===== config.mk =====
export PLATFORM = sky130hd
export DESIGN_NAME = tisg_irq_ctrl
export DESIGN_NICKNAME = d
export VERILOG_FILES = /design/src/inc/tisg_pkg.sv /design/src/verilog/tisg_irq_ctrl.sv /design/src/verilog/tisg_touch_limit.sv
export SDC_FILE = /design/constraint.sdc
export NUM_CORES = 1
export LEC_CHECK = 0
export ABC_AREA = 0
export BUFFER_PORTS_ARGS = -buffer_cell sky130_fd_sc_hd__buf_2
export CORE_ASPECT_RATIO = 1.1
export CORE_MARGIN = 10
export CORE_UTILIZATION = 40
export CTS_CLUSTER_SIZE = 16
export DETAILED_ROUTE_END_ITERATION = 10
export RECOVER_POWER = 25
export SYNTH_ARGS = -nofsm -noshare
export SYNTH_HDL_FRONTEND = slang
export SYNTH_SLANG_ARGS = --single-unit

===== constraint.sdc =====
create_clock -name mclk_in -period 41.5 [get_ports mclk_in]
set_input_delay 8.3 -clock mclk_in [delete_from_list [all_inputs] [get_ports mclk_in]]
set_output_delay 8.3 -clock mclk_in [all_outputs]
set_load 0.02 [all_outputs]

===== src/inc/tisg_pkg.sv =====
// Package with register map, field positions, reset values and mode type
package tisg_pkg;
  // Register offsets
  localparam logic [7:0] ADDR_TOUCH_GROUP_IRQ_ENABLE = 8'h27;
  localparam logic [7:0] ADDR_GP_INPUT_IRQ_ENABLE    = 8'h28;
  localparam logic [7:0] ADDR_SLEEP_SAMPLING_SELECT  = 8'h29;
  localparam logic [7:0] ADDR_SIMULTANEOUS_TOUCH_CFG = 8'h2A;
  // Reset values
  localparam logic [7:0] RST_TOUCH_GROUP_IRQ_ENABLE  = 8'hFF;
  localparam logic [7:0] RST_GP_INPUT_IRQ_ENABLE     = 8'h00;
  localparam logic [7:0] RST_SLEEP_SAMPLING_SELECT   = 8'h00;
  localparam logic [7:0] RST_SIMULTANEOUS_TOUCH_CFG  = 8'h82;
  // Field positions
  localparam int GROUP_BIT          = 7;
  localparam int BLOCK_EN_BIT       = 7;
  localparam int BUTTON_LIMIT_LSB   = 2;
  localparam int GROUPED_LIMIT_LSB  = 0;
  localparam int NUM_BUTTONS        = 7;
  localparam int NUM_GROUPED        = 7;
  localparam int NUM_GP_INPUTS      = 8;
  // Mode of the sensing core
  typedef enum logic [1:0] {
    TISG_ACTIVE = 2'b01,
    TISG_SLEEP  = 2'b10
  } tisg_mode_t;
endpackage


===== src/verilog/tisg_irq_ctrl.sv =====
// Interrupt gating, sleep sampling select and multiple touch control
`timescale 1ns/1ps
module tisg_irq_ctrl (
  input  wire logic       mclk_in,
  input  wire logic       resetn_in,
  input  wire logic [7:0] reg_addr_in,
  input  wire logic [7:0] reg_wdata_in,
  input  wire logic       reg_wr_in,
  input  wire logic       reg_rd_in,
  output logic      [7:0] reg_rdata_out,
  input  wire logic       sleep_in,
  input  wire logic [6:0] button_touch_in,
  input  wire logic [6:0] grouped_touch_in,
  input  wire logic [6:0] grouped_sensor_en_in,
  input  wire logic [3:0] group_gesture_in,
  input  wire logic [7:0] gp_input_set_in,
  input  wire logic [7:0] status_clear_in,
  output logic      [7:0] touch_status_out,
  output logic      [7:0] gp_input_status_out,
  output logic      [6:0] button_sample_out,
  output logic      [6:0] grouped_sample_out,
  output logic            button_multi_event_out,
  output logic            grouped_multi_event_out,
  output logic            irq_out
);
  logic [7:0] touch_group_irq_enable;
  logic [7:0] gp_input_irq_enable;
  logic [7:0] sleep_sampling_select;
  logic [7:0] simultaneous_touch_config;
  tisg_pkg::tisg_mode_t mode;
  logic [6:0] button_accepted;
  logic [6:0] grouped_accepted;
  logic [6:0] button_live;
  logic [6:0] grouped_live;
  logic [7:0] touch_event;
  logic [7:0] next_touch_status;
  logic [7:0] next_gp_status;
  logic       button_multi;
  logic       grouped_multi;

  // Button limit: code n stands for n+1 simultaneous touches
  function automatic logic [2:0] button_limit(input logic [1:0] code);
    button_limit = {1'b0, code} + 3'h1;
  endfunction

  // Grouped limit: codes 0..3 stand for 2, 3, 4, 1
  function automatic logic [2:0] grouped_limit(input logic [1:0] code);
    case (code)
      2'h0:    grouped_limit = 3'h2;
      2'h1:    grouped_limit = 3'h3;
      2'h2:    grouped_limit = 3'h4;
      2'h3:    grouped_limit = 3'h1;
      default: grouped_limit = 3'h1;
    endcase
  endfunction

  // Register writes
  always_ff @(posedge mclk_in) begin
    if (!resetn_in) begin
      touch_group_irq_enable    <= tisg_pkg::RST_TOUCH_GROUP_IRQ_ENABLE;
      gp_input_irq_enable       <= tisg_pkg::RST_GP_INPUT_IRQ_ENABLE;
      sleep_sampling_select     <= tisg_pkg::RST_SLEEP_SAMPLING_SELECT;
      simultaneous_touch_config <= tisg_pkg::RST_SIMULTANEOUS_TOUCH_CFG;
    end else if (reg_wr_in) begin
      case (reg_addr_in)
        tisg_pkg::ADDR_TOUCH_GROUP_IRQ_ENABLE: touch_group_irq_enable <= reg_wdata_in;
        tisg_pkg::ADDR_GP_INPUT_IRQ_ENABLE:    gp_input_irq_enable    <= reg_wdata_in;
        tisg_pkg::ADDR_SLEEP_SAMPLING_SELECT:  sleep_sampling_select  <= reg_wdata_in;
        tisg_pkg::ADDR_SIMULTANEOUS_TOUCH_CFG: begin
          simultaneous_touch_config <= reg_wdata_in & 8'h8F; // Reserved bits stay zero
        end
        default: ;
      endcase
    end
  end

  // Register reads, unmapped addresses return zero
  always_ff @(posedge mclk_in) begin
    if (!resetn_in) begin
      reg_rdata_out <= 8'h00;
    end else if (reg_rd_in) begin
      case (reg_addr_in)
        tisg_pkg::ADDR_TOUCH_GROUP_IRQ_ENABLE: reg_rdata_out <= touch_group_irq_enable;
        tisg_pkg::ADDR_GP_INPUT_IRQ_ENABLE:    reg_rdata_out <= gp_input_irq_enable;
        tisg_pkg::ADDR_SLEEP_SAMPLING_SELECT:  reg_rdata_out <= sleep_sampling_select;
        tisg_pkg::ADDR_SIMULTANEOUS_TOUCH_CFG: reg_rdata_out <= simultaneous_touch_config;
        default:                               reg_rdata_out <= 8'h00;
      endcase
    end
  end

  // Operating mode follows the sleep request
  always_ff @(posedge mclk_in) begin
    if (!resetn_in) begin
      mode <= tisg_pkg::TISG_ACTIVE;
    end else begin
      case (mode)
        tisg_pkg::TISG_ACTIVE: if (sleep_in) mode <= tisg_pkg::TISG_SLEEP;
        tisg_pkg::TISG_SLEEP:  if (!sleep_in) mode <= tisg_pkg::TISG_ACTIVE;
        default:               mode <= tisg_pkg::TISG_ACTIVE;
      endcase
    end
  end

  // Sensor sampling selects; in sleep only chosen sensors run
  always_ff @(posedge mclk_in) begin
    if (!resetn_in) begin
      button_sample_out  <= 7'h00;
      grouped_sample_out <= 7'h00;
    end else if (mode == tisg_pkg::TISG_SLEEP) begin
      button_sample_out  <= sleep_sampling_select[6:0];
      grouped_sample_out <= sleep_sampling_select[tisg_pkg::GROUP_BIT] ?
                            grouped_sensor_en_in : 7'h00;
    end else begin
      button_sample_out  <= 7'h7F;
      grouped_sample_out <= grouped_sensor_en_in;
    end
  end

  // Touches only count from sensors currently sampled
  assign button_live  = button_touch_in & button_sample_out;
  assign grouped_live = grouped_touch_in & grouped_sample_out;

  // Button class limiter
  tisg_touch_limit u_button_limit (
    .mclk_in         (mclk_in),
    .resetn_in       (resetn_in),
    .block_en_in     (simultaneous_touch_config[tisg_pkg::BLOCK_EN_BIT]),
    .limit_in        (button_limit(simultaneous_touch_config[3:2])),
    .touch_in        (button_live),
    .accepted_out    (button_accepted),
    .multi_event_out (button_multi)
  );

  // Grouped class limiter
  tisg_touch_limit u_grouped_limit (
    .mclk_in         (mclk_in),
    .resetn_in       (resetn_in),
    .block_en_in     (simultaneous_touch_config[tisg_pkg::BLOCK_EN_BIT]),
    .limit_in        (grouped_limit(simultaneous_touch_config[1:0])),
    .touch_in        (grouped_live),
    .accepted_out    (grouped_accepted),
    .multi_event_out (grouped_multi)
  );

  // Status events: accepted button touches plus a grouped gesture while a grouped touch is accepted
  always_comb begin
    touch_event = {(|group_gesture_in) & (|grouped_accepted), button_accepted};
    next_touch_status = (touch_status_out & ~status_clear_in) | touch_event;
    next_gp_status    = (gp_input_status_out & ~status_clear_in) | gp_input_set_in;
  end

  // Sticky status, set wins over clear
  always_ff @(posedge mclk_in) begin
    if (!resetn_in) begin
      touch_status_out    <= 8'h00;
      gp_input_status_out <= 8'h00;
    end else begin
      touch_status_out    <= next_touch_status;
      gp_input_status_out <= next_gp_status;
    end
  end

  // Multiple touch flags
  always_ff @(posedge mclk_in) begin
    if (!resetn_in) begin
      button_multi_event_out  <= 1'b0;
      grouped_multi_event_out <= 1'b0;
    end else begin
      button_multi_event_out  <= button_multi;
      grouped_multi_event_out <= grouped_multi;
    end
  end

  // Interrupt pin: only enabled status bits drive it
  always_ff @(posedge mclk_in) begin
    if (!resetn_in) begin
      irq_out <= 1'b0;
    end else begin
      irq_out <= |(next_touch_status & touch_group_irq_enable) |
                 |(next_gp_status & gp_input_irq_enable);
    end
  end
endmodule


===== src/verilog/tisg_touch_limit.sv =====
// Per-class simultaneous touch limiter with sticky blocking
`timescale 1ns/1ps
module tisg_touch_limit (
  input  wire logic       mclk_in,
  input  wire logic       resetn_in,
  input  wire logic       block_en_in,
  input  wire logic [2:0] limit_in,
  input  wire logic [6:0] touch_in,
  output logic      [6:0] accepted_out,
  output logic            multi_event_out
);
  logic [6:0] accepted;
  logic [6:0] next_accepted;
  logic [3:0] total;

  // Count raw touches and choose accepted set, held sensors kept first
  always_comb begin
    logic [3:0] kept;
    kept = 4'h0;
    total = 4'h0;
    next_accepted = 7'h00;
    for (int i = 0; i < 7; i++) begin
      total = total + {3'h0, touch_in[i]};
      if (accepted[i] && touch_in[i]) begin
        next_accepted[i] = 1'b1;
        kept = kept + 4'h1;
      end
    end
    for (int i = 0; i < 7; i++) begin
      if (touch_in[i] && !next_accepted[i] && (kept < {1'b0, limit_in})) begin
        next_accepted[i] = 1'b1;
        kept = kept + 4'h1;
      end
    end
    if (!block_en_in) begin
      next_accepted = touch_in;
    end
  end

  // Accepted set and event flag registers
  always_ff @(posedge mclk_in) begin
    if (!resetn_in) begin
      accepted        <= 7'h00;
      multi_event_out <= 1'b0;
    end else begin
      accepted        <= next_accepted;
      multi_event_out <= (total > {1'b0, limit_in});
    end
  end

  assign accepted_out = accepted;
endmodule

==> results.yml <==
run_status:
  status: "finished, violations left"
  violations: "max-capacitance violations, max-slew violations"
clock_tree:
  clk_pin_slew_ns: 0.06
  cts_setup_buffers: 0
  cts_root_buffer: "clkbuf_16"
  cts.sinks: 88
  cts_tree: "built"
  hold_buffers: 0
  cts_buffers: 9
  postCtsResizedCells: 0
  clock_latency_ns: 0.35
  htreeDepth: 3
  clock_path_buffers: 2
synthesis:
  synth_top_family_by_area: "simple AND/OR/NAND/NOR gates"
  async_reset_ff_share_pct: 0
  synth_simple_gate_area_share_pct: 23.9
  yosysUniqueCellTypes: 90
  ys_ff_latch: 88
  synth_edf_count: 0
  synth-compound-area-share_pct: 23.1
  synth_area_per_cell_um2: 8.26
  synthMuxAreaShare_pct: 5.92
  synthXorXnorAreaFrac_pct: 9.14
  ys_seq_area_share_pct: 22.0
  ys.flop_type: "dfxtp_1"
  syn_inst: 968
  syn_nets: 1099
  synth_adder_area_share_pct: 11.4
  yosys_warnings: 0
  syn_area_um2: 7990
critical_path:
  end_kind: "flop"
  required_ns: 41.78
  reg2regPathDepth: 62
  path_depth: 63
  cp_num_buf_inv: 4
  path_max_fanout: 9
  cpMaxStageDelayCell: "a2111oi_0"
  critPathMaxStageDelay_ns: 0.68
  crit_path_start_kind: "input pin"
  worst_path_most_repeated_cell: "ha_1"
  worst-setup-path-type: "input pin to flop"
  critical_path.top_delay_family: "compound AO/OA/AOI/OAI gates"
  reg2reg_slack_ns: 25.48
  crit_arrival_ns: 23.90
cells_and_area:
  fin_cells: 1305
  syn_to_final_growth_pct: 11.9
  diodes: 0
  layout-drive-gt1-share_pct: 15.6
  nets: 1180
power_and_ir_drop:
  peakVddDrop_mv: 0.0197
  power_density_nw_per_um2: 28.3
  leakage_uw: 0.00390
floorplan:
  start_util_pct: 40.5
  rows: 54
  ios: 103
  design.die.area_um2: 26000
  die_x_um: 155
  fp.dieH_um: 168
  coreArea_um2: 19700
route:
  route.met2.wl_um: 11800
  drtPass1Iterations: 5
  met3_length_um: 814
  drt_iter0_drc: 496
  wl_met1_um: 10900
  drc: 0
  routed_wl_um: 23800
  antenna_left: 0
  post_drt_wl_per_cell_um: 18.2
  top_layer: "met4"
  vias: 7519
  drt-vias-per-instance: 5.76
grt:
  grt_antenna_before_repair: 0
  overflow: 0
  track_usage_pct: 17.9
  grt_pass1_wl_um: 38800
  grt_max_degree: 84
  grt_pass1_vias: 7327
timing:
  fmax_mhz: 42.3
  setup_viol: 0
  post-route-min-period_ns: 23.62
  tns_ns: 0
  final-hold-violation-count: 0
  maxSlewHeadroom_pct: -124
  finClkSkew_ns: 0.00993
  rsz0062_at_grt: "false"
  finalCritPeriodShare_pct: 56.9
  worst_pin_slew_ns: 3.36
  fin_ws_ns: 17.88
  slew_violations: 84
flow_run:
  maxCapViolCount: 1
place:
  port_buffers: 102
  place.gp.congestion: 0.934
  dp_hpwl_um: 18800
  pre_cts_ws_ns: 17.73
  dp_cells: 1290
worst_hold_path:
  hold_depth: 2
  hold_class: "flop to flop"
## worst register-to-register path: cells and delay by family (launching register included)
kind,cells,cell delay (ns)
DFF,1,0.45
adders and majority gates,10,3.03
muxes,3,1.18
xor gates and xnor gates,6,1.63
buffers and inverters,3,0.28
AOI/OAI and AO/OA,20,5.10
and+or+nand+nor,20,4.29
## kinds of logic (layout without fill, tap and decap cells)
| group | Yosys count | after routing |
|---|---|---|
| AOI/OAI and AO/OA | 253 | 253 |
| muxes | 44 | 44 |
| xor gates and xnor gates | 62 | 62 |
| adders and majority gates | 69 | 69 |
| buffers and inverters | 92 | 177 |
| and+or+nand+nor | 360 | 360 |
| DFF | 88 | 88 |
## layout make-up
type                       count  area, um2
inverter                      57        214
fill                        1995      10800
sequential                    88       1760
multi-input combinational    788       5870
timing repair buffer         105        522
tap                          252        315
clock buffer                   9        225
clock inverter                 6       43.8
## layer usage
metal	up-vias	GRT usage [%]
met4	0	4.81
met3	23	2.04
li1	3743	-
met5	-	0
met2	150	31.1
met1	3603	22.7
## report_power, final
part | switching [uW] | internal, uW | total [uW]
Sequential | 3.83 | 88.5 | 92.3
Combinational | 48.3 | 36.1 | 84.4
Clock | 36.2 | 40.6 | 76.8
Total | 88.3 | 165 | 253
## sequential cells by signal, summed over array words and instances (netlist names), 7 cells and up
signal and flops:
grouped_sample_out 7, touch_group_irq_enable 8, reg_rdata_out 8, u_grouped_limit.accepted_out 7
gp_input_irq_enable 8, sleep_sampling_select 8, touch_status_out 8, u_button_limit.accepted_out 7
button_sample_out 7, gp_input_status_out 8
## Yosys cell counts, types with 19 or more instances
| cell | count | area, um2 |
|---|---|---|
| a21oi_1 | 41 | 205 |
| and2_1 | 33 | 206 |
| and3_1 | 19 | 119 |
| clkbuf_1 | 25 | 93.8 |
| dfxtp_1 | 88 | 1760 |
| ha_1 | 63 | 788 |
| inv_1 | 53 | 199 |
| mux2i_1 | 24 | 240 |
| nand2_1 | 93 | 349 |
| nand3_1 | 50 | 250 |
| nor2_1 | 40 | 150 |
| nor2b_1 | 36 | 225 |
| o21a_1 | 31 | 233 |
| o21ai_0 | 41 | 205 |
| xnor2_1 | 33 | 289 |
## metrics by stage
stage / area (um2) / util [%] / total power (uW) / hold WS (ns)
2_1_floorplan: 7990 / - / 156 / 0.412
3_3_place_gp: 8690 / 44.1 / 178 / 0.485
3_5_place_dp: 8690 / 44.1 / 178 / 0.479
4_1_cts: 8960 / 45.4 / 255 / 0.497
5_1_grt: 8950 / 45.4 / 269 / 0.531
6_report: 8950 / 45.4 / 253 / 0.497
## worst paths after layout
kind                                    endpoint                            from
hold / removal         touch_group_irq_enable[7]       touch_group_irq_enable[7]
setup reg to reg  u_button_limit.accepted_out[6]  u_button_limit.accepted_out[1]
hold reg to reg        touch_group_irq_enable[7]       touch_group_irq_enable[7]
setup / recovery  u_button_limit.accepted_out[6]              button_touch_in[0]
## layout by cell type, fill, tap and decap left out, drive strengths merged, types with 38 or more instances in the layout
cell type / n
nand2: 93
ha: 63
nor2: 43
nand3: 51
dfxtp: 88
a21oi: 42
inv: 58
xnor2: 38
o21ai: 45
buf: 98
(Power assumes the default switching activity.)
